File: config.mk
export PLATFORM = sky130hd
export DESIGN_NAME = hbfp_port
export DESIGN_NICKNAME = d
export VERILOG_FILES = /design/src/core/hbfp_pkg.sv /design/src/core/hbfp_port.sv
export SDC_FILE = /design/constraint.sdc
export NUM_CORES = 2
export LEC_CHECK = 0
export ABC_AREA = 1
export BUFFER_PORTS_ARGS = -buffer_cell sky130_fd_sc_hd__clkbuf_2
export CAP_MARGIN = 20
export CORE_MARGIN = 5
export CORE_UTILIZATION = 40
export CTS_BUF_LIST = sky130_fd_sc_hd__clkbuf_8 sky130_fd_sc_hd__clkbuf_16
export CTS_CLUSTER_SIZE = 25
export DETAILED_ROUTE_END_ITERATION = 12
export GPL_ROUTABILITY_DRIVEN = 0
export PLACE_DENSITY = 0.65
export SLEW_MARGIN = 30
export SYNTH_ARGS = -nofsm -noshare
export SYNTH_HDL_FRONTEND = slang
export SYNTH_SLANG_ARGS = --single-unit
File: constraint.sdc
create_clock -name clk_in -period 11 [get_ports clk_in]
set_clock_uncertainty 0.1 [all_clocks]
set_input_delay 1.1 -clock clk_in [delete_from_list [all_inputs] [get_ports clk_in]]
set_output_delay 1.1 -clock clk_in [all_outputs]
set_load 0.05 [all_outputs]
File: src/core/hbfp_pkg.sv
// Operation
// Word access uses both lanes; none when both high
// First style: odd byte upper, even lower
// Second style: lanes swapped, address n upper
// Type pin and strobe activity choose configuration
// Eight or sixteen bit data width
// Buffer word access only in sixteen bit width
// Mixed byte/word buffer access advances by bytes
// Two 64-byte buffers split into 32-byte halves
// Host sees one half; halves exchange on request
// Receive half length programmable, 32 down to 2
// Eight bit width: lower lane only, enable ignored
package hbfp_pkg;

	// ************************************************
	// Address map and buffer geometry
	// ************************************************
	localparam logic [7:0] HBFP_FIFO_ADDR  = 8'h00; // Word-aligned buffer port (bytes 0 and 1)
	localparam int         HBFP_HALF_BYTES = 32;    // One half of either buffer
	localparam int         HBFP_REG_BYTES  = 32;    // Generic register bytes
	localparam logic [5:0] HBFP_RX_LEN_RST = 6'h20; // Receive length after reset
	localparam logic [5:0] HBFP_RX_LEN_MIN = 6'h02; // Shortest receive length
	localparam logic [5:0] HBFP_RX_LEN_MAX = 6'h20; // Longest receive length
	localparam int         HBFP_MUX_CHECK  = 4;     // Cycles for strobe activity to show

	// ************************************************
	// Pin bundle seen at the bus
	// ************************************************
	typedef struct packed {
		logic        chip_select_n;         // Chip select, active low
		logic        read_n;                // Read strobe, active low
		logic        write_n;               // Write strobe, active low
		logic        address_latch;         // Address latch strobe
		logic        interface_type_select; // High: second bus style
		logic        bus_width_select;      // High: sixteen bit width
		logic        upper_byte_enable_n;   // Byte enable in first style
		logic        lane_byte_enable_n;    // Byte enable in second style
		logic [7:0]  address;               // Demultiplexed address
		logic [15:0] data;                  // Data lines in
	} hbfp_pins_t;

endpackage

File: src/core/hbfp_port.sv
`timescale 1ns/1ps
module hbfp_port
	import hbfp_pkg::*;
(
	// Clock and reset
	input  wire logic        clk_in,
	input  wire logic        rst_in,
	// Host bus pins
	input  wire hbfp_pins_t  pins_in,
	output logic      [15:0] data_out,
	output logic      [1:0]  data_oe_n_out,
	// Internal receive side
	input  wire logic        rx_fill_valid_in,
	input  wire logic [7:0]  rx_fill_data_in,
	input  wire logic        rx_swap_in,
	input  wire logic [5:0]  rx_length_in,
	output logic      [5:0]  rx_fill_level_out,
	output logic      [5:0]  rx_host_level_out,
	// Internal transmit side
	input  wire logic        tx_swap_in,
	input  wire logic [4:0]  tx_drain_index_in,
	output logic      [7:0]  tx_drain_data_out,
	output logic      [5:0]  tx_host_level_out,
	// Status
	output logic             buffer_half_out,
	output logic             mux_mode_out
);

	// ************************************************
	// Pin synchroniser: three stages, change once 2 and 3 agree
	// ************************************************
	hbfp_pins_t p1;                  // First stage, read only by p2
	hbfp_pins_t p2;                  // Second stage
	hbfp_pins_t p3;                  // Third stage
	hbfp_pins_t pq;                  // Filtered pin view
	wire hbfp_pins_t next_pq = (p2 & ~(p2 ^ p3)) | (pq & (p2 ^ p3));

	// Sync chain
	always_ff @(posedge clk_in or posedge rst_in) begin
		if (rst_in) begin
			p1 <= '1;
			p2 <= '1;
			p3 <= '1;
			pq <= '1;
		end else begin
			p1 <= pins_in;
			p2 <= p1;
			p3 <= p2;
			pq <= next_pq;
		end
	end

	// ************************************************
	// Bus configuration and address latch
	// ************************************************
	logic       ale_d;          // Previous latch strobe
	logic       ale_seen;       // One strobe edge seen while type pin low
	logic       mux_mode;       // Strobe seen toggling
	logic [7:0] mux_addr;       // Address caught from data lines
	wire        ale_fall = ale_d & ~pq.address_latch;
	wire        ale_edge = ale_d ^ pq.address_latch;
	wire        moto     = pq.interface_type_select;
	wire        wide     = pq.bus_width_select;
	wire  [7:0] addr     = mux_mode ? mux_addr : pq.address;

	// Toggling strobe with low type pin selects multiplexed style
	always_ff @(posedge clk_in or posedge rst_in) begin
		if (rst_in) begin
			ale_d    <= 1'b0;
			ale_seen <= 1'b0;
			mux_mode <= 1'b0;
			mux_addr <= 8'h00;
		end else begin
			ale_d <= pq.address_latch;
			if (moto) begin
				mux_mode <= 1'b0;
				ale_seen <= 1'b0;
			end else if (ale_edge) begin
				// A static strobe moves once after reset, so only a second edge counts
				ale_seen <= 1'b1;
				mux_mode <= ale_seen;
			end
			if (ale_fall && !moto) begin
				mux_addr <= pq.data[7:0];
			end
		end
	end

	// ************************************************
	// Lane decode
	// ************************************************
	wire en_n      = moto ? pq.lane_byte_enable_n : pq.upper_byte_enable_n;
	wire a0        = addr[0];
	wire acc_word  = wide & ~en_n & ~a0;
	wire acc_odd   = wide & ~en_n & a0;
	wire acc_even  = wide & en_n & ~a0;
	wire acc_none  = wide & en_n & a0;
	wire lane_hi   = wide & (acc_word | (moto ? acc_even : acc_odd)); // see R2
	wire lane_lo   = ~wide | acc_word | (moto ? acc_odd : acc_even);
	wire first_hi  = wide & (acc_word ? moto : lane_hi);
	wire [1:0] nb  = acc_word ? 2'd2 : (acc_none ? 2'd0 : 2'd1);
	wire is_fifo   = addr[7:1] == HBFP_FIFO_ADDR[7:1];

	// ************************************************
	// Strobe edges
	// ************************************************
	logic rd_act_d;                 // Read strobe last cycle
	logic wr_act_d;                 // Write strobe last cycle
	wire  rd_act = ~pq.chip_select_n & ~pq.read_n;
	wire  wr_act = ~pq.chip_select_n & ~pq.write_n;
	wire  rd_go  = rd_act & ~rd_act_d;
	wire  wr_end = wr_act_d & ~wr_act;

	always_ff @(posedge clk_in or posedge rst_in) begin
		if (rst_in) begin
			rd_act_d <= 1'b0;
			wr_act_d <= 1'b0;
		end else begin
			rd_act_d <= rd_act;
			wr_act_d <= wr_act;
		end
	end

	// ************************************************
	// Storage
	// ************************************************
	logic [7:0] rx_mem  [2*HBFP_HALF_BYTES];  // Receive buffer, both halves
	logic [7:0] tx_mem  [2*HBFP_HALF_BYTES];  // Transmit buffer, both halves
	logic [7:0] reg_mem [HBFP_REG_BYTES];     // Register bytes
	logic       rx_half;                      // Host half of receive buffer
	logic       tx_half;                      // Host half of transmit buffer
	logic [5:0] rx_ptr;                       // Host read position
	logic [5:0] rx_fill;                      // Internal fill position
	logic [5:0] tx_ptr;                       // Host write position
	logic [5:0] rx_len;                       // Effective receive length

	// Receive length clamped to its legal span
	wire [5:0] next_rx_len = (rx_length_in < HBFP_RX_LEN_MIN) ? HBFP_RX_LEN_MIN :
		(rx_length_in > HBFP_RX_LEN_MAX) ? HBFP_RX_LEN_MAX : rx_length_in;

	// Host read bytes from receive half, zero past the length
	wire [5:0] rx_p1   = rx_ptr + 6'd1;
	wire       rx_ok0  = rx_ptr < rx_len;
	wire       rx_ok1  = rx_p1 < rx_len;
	wire [7:0] rx_b0   = rx_ok0 ? rx_mem[{rx_half, rx_ptr[4:0]}] : 8'h00;
	wire [7:0] rx_b1   = rx_ok1 ? rx_mem[{rx_half, rx_p1[4:0]}] : 8'h00;
	wire [1:0] rx_adv  = (acc_word ? {1'b0, rx_ok0} + {1'b0, rx_ok1} : {1'b0, rx_ok0 & (nb != 2'd0)});

	// Register bytes at address and at the odd byte of its word (address with bit 0 set)
	wire [4:0] ri0     = addr[4:0];
	wire [4:0] ri1     = {addr[4:1], 1'b1};
	wire [7:0] rd_b0   = is_fifo ? rx_b0 : reg_mem[ri0];
	wire [7:0] rd_b1   = is_fifo ? rx_b1 : reg_mem[ri1];
	wire [15:0] rdata  = ~wide ? {8'h00, rd_b0} : (first_hi ? {rd_b0, rd_b1} : {rd_b1, rd_b0});

	// Write bytes taken from the lane of address n first
	wire [7:0] wr_b0   = first_hi ? pq.data[15:8] : pq.data[7:0];
	wire [7:0] wr_b1   = first_hi ? pq.data[7:0] : pq.data[15:8];
	wire [5:0] tx_p1   = tx_ptr + 6'd1;
	wire       tx_ok0  = tx_ptr < HBFP_HALF_BYTES[5:0];
	wire       tx_ok1  = tx_p1 < HBFP_HALF_BYTES[5:0];
	wire       tx_w0   = wr_end & is_fifo & (nb != 2'd0) & tx_ok0;
	wire       tx_w1   = wr_end & is_fifo & acc_word & tx_ok1;
	wire       rg_w0   = wr_end & ~is_fifo & (nb != 2'd0);
	wire       rg_w1   = wr_end & ~is_fifo & acc_word;
	wire       rx_put  = rx_fill_valid_in & (rx_fill < HBFP_HALF_BYTES[5:0]);

	// Memory writes, no reset needed
	always_ff @(posedge clk_in) begin
		if (rx_put) begin
			rx_mem[{~rx_half, rx_fill[4:0]}] <= rx_fill_data_in;
		end
		if (tx_w0) begin
			tx_mem[{tx_half, tx_ptr[4:0]}] <= wr_b0;
		end
		if (tx_w1) begin
			tx_mem[{tx_half, tx_p1[4:0]}] <= wr_b1;
		end
		if (rg_w0) begin
			reg_mem[ri0] <= wr_b0;
		end
		if (rg_w1) begin
			reg_mem[ri1] <= wr_b1;
		end
	end

	// Buffer pointers and half exchange
	always_ff @(posedge clk_in or posedge rst_in) begin
		if (rst_in) begin
			rx_half <= 1'b0;
			tx_half <= 1'b0;
			rx_ptr  <= 6'h00;
			rx_fill <= 6'h00;
			tx_ptr  <= 6'h00;
			rx_len  <= HBFP_RX_LEN_RST;
		end else begin
			// New length takes effect with the next half, so the host pointer never passes it
			if (rx_swap_in) begin
				rx_len  <= next_rx_len;
				rx_half <= ~rx_half;
				rx_ptr  <= 6'h00;
				rx_fill <= 6'h00;
			end else begin
				if (rd_go && is_fifo) begin
					rx_ptr <= rx_ptr + {4'h0, rx_adv};
				end
				if (rx_put) begin
					rx_fill <= rx_fill + 6'd1;
				end
			end
			if (tx_swap_in) begin
				tx_half <= ~tx_half;
				tx_ptr  <= 6'h00;
			end else begin
				tx_ptr <= tx_ptr + {5'h00, tx_w0} + {5'h00, tx_w1};
			end
		end
	end

	// ************************************************
	// Output registers
	// ************************************************
	always_ff @(posedge clk_in or posedge rst_in) begin
		if (rst_in) begin
			data_out          <= 16'h0000;
			data_oe_n_out     <= 2'b11;
			tx_drain_data_out <= 8'h00;
			rx_fill_level_out <= 6'h00;
			rx_host_level_out <= 6'h00;
			tx_host_level_out <= 6'h00;
			buffer_half_out   <= 1'b0;
			mux_mode_out      <= 1'b0;
		end else begin
			if (rd_go) begin
				data_out <= rdata;
			end
			// Drive only the lanes that carry the access
			data_oe_n_out     <= rd_act ? {~lane_hi, ~lane_lo} : 2'b11; // see R1 see R2 see R3
			tx_drain_data_out <= tx_mem[{~tx_half, tx_drain_index_in}];
			rx_fill_level_out <= rx_fill;
			rx_host_level_out <= rx_ptr;
			tx_host_level_out <= tx_ptr;
			buffer_half_out   <= rx_half;
			mux_mode_out      <= mux_mode;
		end
	end
endmodule

Word level (Yosys, flattened, before mapping)
Memory sizes are Yosys's and may differ from the RTL's. A register that Yosys moved wholly into a read port is not among the register bits.
Cells that the tools add are included.

storage, ports and cells
  register bits = 205
  latch bits = 0
  memory bits (writable) = 1280
  ROM bits = 0
  input port bits = 56
  output and inout bits = 46
  word-level logic and storage cells = 168
  memories = 3

memories
  name     words  width  rd ports  clocked after Yosys merged registers in  write ports  line              text
  rx_mem   64     8      2         0                                        1            hbfp_port.sv:127  logic [7:0] rx_mem [2*HBFP_HALF_BYTES];
  tx_mem   64     8      1         1                                        2            hbfp_port.sv:128  logic [7:0] tx_mem [2*HBFP_HALF_BYTES];
  reg_mem  32     8      2         0                                        2            hbfp_port.sv:129  logic [7:0] reg_mem [HBFP_REG_BYTES];

cells by class
  add/subtract/negate cells = 7
  multipliers = 0
  divide/modulo/power cells = 0
  order comparisons = 7
  eq/ne operators = 0
  shift operators = 0
  mux-type cells = 38
  bitwise gates (word level) = 46
  reductions and logical operators = 8

operator list
  cell                                                        count
  bitwise AND 32 bit                                          2
  2-to-1 mux 8 bit                                            7
  2-to-1 mux 6 bit                                            7
  2-to-1 mux 16 bit                                           2
  NOT 32 bit                                                  1
  OR 32 bit                                                   1
  bitwise XOR 32 bit                                          1
  bitwise AND 1 bit                                           23
  2-to-1 mux 1 bit                                            19
  adder 6 x 1 -> 6 bit, second input constant                 3
  less-than comparator 6 bit, second input constant           3
  NOT 1 bit                                                   14
  adder 6 x 1 -> 6 bit                                        2
  less-than comparator 6 bit                                  2
  nonzero test 2 bit                                          4
  zero test 7 bit                                             1
  adder 6 x 2 -> 6 bit                                        1
  > comparator 6 bit, second input constant                   1
  less-than comparator 6 x 2 -> 1 bit, second input constant  1
  2-to-1 mux 2 bit                                            3
  OR 1 bit                                                    3
  adder 1 x 1 -> 2 bit                                        1
  logical AND 1 bit                                           2
  zero test 1 bit                                             1
  bitwise XOR 1 bit                                           1

Logic depth before layout (Yosys ltp)
  depth in word-level cells = 11
  depth in mapped cells = 23
  depth with buffers taken out = 21

Worst setup path after synthesis
OpenSTA, ideal clock, no wires.

  kind = reg2reg
  start point = reg rx_ptr[2]
  end point = reg rx_ptr[4]
  setup time = 122 ps
  arrival time = 3591 ps
  data required time = 10778 ps
  slack = 7187 ps
  stages on the path, launching flop included = 20
  path buffers = 2
  period minus slack after synthesis = 3813 ps
  cells stage by stage = dfrtp_1 -> clkbuf_1 -> clkinv_1 -> nor2_1 -> xor2_1 -> clkbuf_1 -> ha_1 -> a21oi_1 -> o21a_1 -> nand2_1 -> inv_1 -> ha_1 -> nor2_1 -> a21oi_1 -> ha_1 -> fa_1 -> nand2_1 -> o21ai_0 -> nand2_1 -> nor2_1

between the ends
  cells in the longest elaborated chain, start to end = 7
  elaborated cells on any way between the ends = 9
  those cells by class = 3 x add/sub; 2 x order compare; 3 x mux; 1 x bitwise

RTL lines
  item                        line              text
  start, declared             hbfp_port.sv:132  logic [5:0] rx_ptr;
  start signal, assigned      hbfp_port.sv:205  rx_ptr <= rx_ptr + {4'h0, rx_adv};
  adder 6 x 1 -> 6 bit        hbfp_port.sv:142  wire [5:0] rx_p1 = rx_ptr + 6'd1;
  less-than comparator 6 bit  hbfp_port.sv:144  wire rx_ok1 = rx_p1 < rx_len;
  adder 1 x 1 -> 2 bit        hbfp_port.sv:147  wire [1:0] rx_adv = (acc_word ? {1'b0, rx_ok0} + {1'b0, rx_ok1} : {1'b0, rx_ok0 & (nb != 2'd0)});
  2-to-1 mux 2 bit            hbfp_port.sv:147
  adder 6 x 2 -> 6 bit *      hbfp_port.sv:205
  2-to-1 mux 6 bit *          hbfp_port.sv:204  if (rd_go && is_fifo) begin
  2-to-1 mux 6 bit *          hbfp_port.sv:198  if (rx_swap_in) begin

Every way passes the cells marked *; elsewhere a longest branch is shown, timed or not. The select of a mux whose other input is x is not followed.
A chain may end at the register's enable or synchronous reset.

==> summary.md <==
| Metric | Value |
|---|---|
| CTS root buffer | clkbuf_16 |
| Req. time, crit path | between 10 and 15 ns |
| Gate power share | 17.0% |
| Leading area contributor after synthesis | edfxtp_1 |
| Sequential share of the synthesized area | 59.51% |
| Dominant cells by area after synthesis | edfxtp_1 (52%), nand2_1 (12%), o21ai_0 (8.4%) |
| Std-Cell Rows | 157 |
| Pwr dens | 178.1 nW/um2 |
| CTS tree | done |
| H-tree levels | 4 |
| Post-synth top flop | edfxtp_1 |
| Reg clk slew, reported paths | approximately 0.06 ns |
| Mapped Nets | 8215 |
| Die outline width | 439.6 um |
| Fillers | 17060 |
| Layout area overhead | 10.97% |
| Outcome | completed |
| Remaining Overflow, GRT | 0 |
| CTS Buffer Depth | 3 |
| Worst Hold Class | input port to async pin |
| CP Class | register to register |
| P_leak | ~0.031 uW |
| Part of the power in registers | 44.7% |
| Setup total negative slack | 0 ns |
| First-pass DRT Iterations | 6 |
| IO Pins | approximately 100 |
| Most Used Layer, Global Route | met2 |
| Design area | between 80000 and 90000 um2 |
| Starting Density | 40.28% |
| Placed cell area | 76400 um2 |
| Largest net degree at the start of global routing | 144 |
| Startpoint Class | register |
| Distinct cells, synth | 50 |
| Share of the synthesized area in the top cell type | 52.07% |
| Ys Warns | 0 |
| Crit path DAT | between 6 and 7 ns |
| Hold Violations, Final | 0 |
| Syn Inst Count | 8139 |
| Most instantiated cells after synthesis | nand2_1 (2298), edfxtp_1 (1280), o21ai_0 (1238), nand3_1 (750), nor2_1 (711) |
| Crit end category | register |
| Tcrit/Tclk final | 53.83% |
| Residual DRC count | 0 |
| Global routing usage on met3 | 4.699% |
| Post-CTS Setup Inserts | 0 |
| Sw Ratio | 29.81% |
| Critical Path Source | mux_mode |
| Total GRT Usage | 24.04% |
| WL final | 239.8 mm |
| First-pass GRT wire length | 355.6 mm |
| # port buffers | around 100 |
| Core area | 183300 um2 |
| Met1 GRT Util | between 30% and 40% |
| Max cap viols | 0 |
| Vias in the first global route | between 50000 and 60000 |
| Max Fanout on Critical Path | slightly below 50 |
| Dpl ws | between 5 and 6 ns |
| Slew Viols, Final | 0 |
| Initial antenna violation count | 4 |
| Final ANT Viol Nets | 0 |
| Worst-Margin Slew | 1.097 ns |
| Max Clk Rate | 168.9 MHz |
| Final setup vio count | 0 |
| Die Y | 439.6 um |
| Synthesized cell area | approximately 74000 um2 |
| Post-synth EDFFs | 1280 |
| Clk sinks | 1493 |
| Syn avg cell area | a little over 9 um2 |
| DR iter-0 viols | 8267 |
| GR met2 Demand/Resource | 38.14% |
| Clock share of power | 38.3% |
| Switching power | roughly 4300 uW |
| Pint | 10240 uW |
| Layout net count | 7975 |
| Worst r2r src | mux_mode |
| Fin crit period | 5.921 ns |
| Async set-reset flop share out of synthesis | 14.27% |
| Die area | between 150000 and 200000 um2 |
| Synth Register Bits | 1493 |
| Peak VDD IR | 164.5 uV |
| Final WS setup | between 5 and 6 ns |
| Ant diodes | 0 |
| RSZ-0062 raised after global routing | no |
| Routed via count | 60650 |
| # resized after CTS | 0 |
| Clk Latency, worst-skew pair | 0.83 ns |
| Slew HR | 26.58% |
| Share of cells above drive strength 1 | 9.373% |
| Top-count cell post-synth | nand2_1 |
| Via-to-Cell Ratio | 5.777 |
| Hold buffer count at CTS | 0 |
| Post-DP HPWL | 144.1 mm |
| Cts bufs inserted | 160 |
| Post-DR wirelength/cell | 22.84 um |
## final cells by class
class	count	area [um2]	area share [%]
Multi-Input combinational cell	5662	26530	32.39
Clock inverter	127	1254	1.530
Clock buffer	170	4198	5.124
Tap cell	2464	3083	3.763
Sequential cell	1493	43940	53.64
Inverter	350	1343	1.639
Timing Repair Buffer	232	1567	1.912
## per-stage QoR
stage | hold WS, ns | cells | util [%] | total power [uW]
floorplan | 0.2452 | 8139 | - | 8120
global placement | 0.2458 | 10200 | 41.63 | 8991
finish | 0.2205 | 10500 | 44.70 | 14590
global route | 0.2269 | 10500 | 44.70 | 15070
detailed placement | 0.2468 | 10200 | 41.69 | 9044
CTS | 0.1907 | 10500 | 44.66 | 14580
## per-layer routing
metal  part of all wire (%)  vias to the layer above  wire (um)
li1                       -                    27520          -
met1                     38                    28780      90550
met2                     46                     3671     110300
met3                     11                      678      25570
met4                    5.6                        0      13450
met5                      0                        -          0
## worst paths after layout
| kind | endpoint | depth (start not counted) | slack (ns) |
|---|---|---|---|
| worst max-delay path | tx_mem[11][2] | 10 | 5.08 |
| worst min-delay path | rx_fill_level_out[0] | 2 | 0.22 |
| worst max register to register | tx_mem[11][2] | 10 | 5.08 |
| worst min register to register | p3[21] | 0 | 0.22 |
| max in group asynchronous | mux_mode_out | 3 | 9.11 |
| min in group clk_in | p3[21] | 0 | 0.22 |
## worst max-delay path, cell delays in order, from the launching register on
cell and delay [ns]:
dfrtp_1 0.52, inv_1 0.32, nand2_1 0.14, nand2_2 0.49, buf_4 0.68, nand3_2 0.45
nor4_1 0.98, nand2_1 0.27, nor2_1 0.90, nand2_1 0.09, o21ai_1 0.55
## cell usage in the layout (no fill, tap or decap), drive strengths merged, types with 7 or more instances in the layout
cell / instances
nand3: 751
o22ai: 141
nand2: 2300
bufinv: 19
clkinv: 67
clkinvlp: 7
o21ai: 1245
edfxtp: 1280
inv: 384
mux2i: 7
nor3: 36
nor2: 713
ha: 18
clkbuf: 269
o211ai: 143
dfstp: 131
or2: 15
o221ai: 14
nand4: 76
buf: 133
dfrtp: 82
xor2: 10
maj3: 32
a21oi: 136
## power groups by stage
stage               Clock [uW]  Sequential (uW)  Combinational, uW
finish                    5590             6520               2480
global route              5880             6530               2660
CTS                       5650             6520               2410
detailed placement           0             6640               2410
global placement             0             6630               2360
floorplan                    0             6750               1370
## sequential cells by signal, summed over array words and instances (netlist names), 6 cells and up, named ones only
register,flops
rx_fill,6
tx_host_level_out,6
mux_addr,8
rx_fill_level_out,6
tx_mem,512
reg_mem,256
tx_ptr,6
p3,32
rx_len,6
rx_mem,512
data_out,16
rx_host_level_out,6
tx_drain_data_out,8
rx_ptr,6
p2,32
p1,32
## cell families (layout without fill, tap and decap cells)
| family | Yosys count | count (layout) | share of synthesized area, % |
|---|---|---|---|
| AOI/OAI and AO/OA | 1691 | 1691 | 12.30 |
| buffers and inverters | 984 | 879 | 5.066 |
| DFF | 1493 | 1493 | 59.51 |
| and+or+nand+nor | 3898 | 3898 | 22.06 |
| adders and majority gates | 52 | 52 | 0.7932 |
| xor gates and xnor gates | 11 | 11 | 0.1305 |
| muxes | 10 | 10 | 0.1407 |
Power figures use the tool's default switching activity.
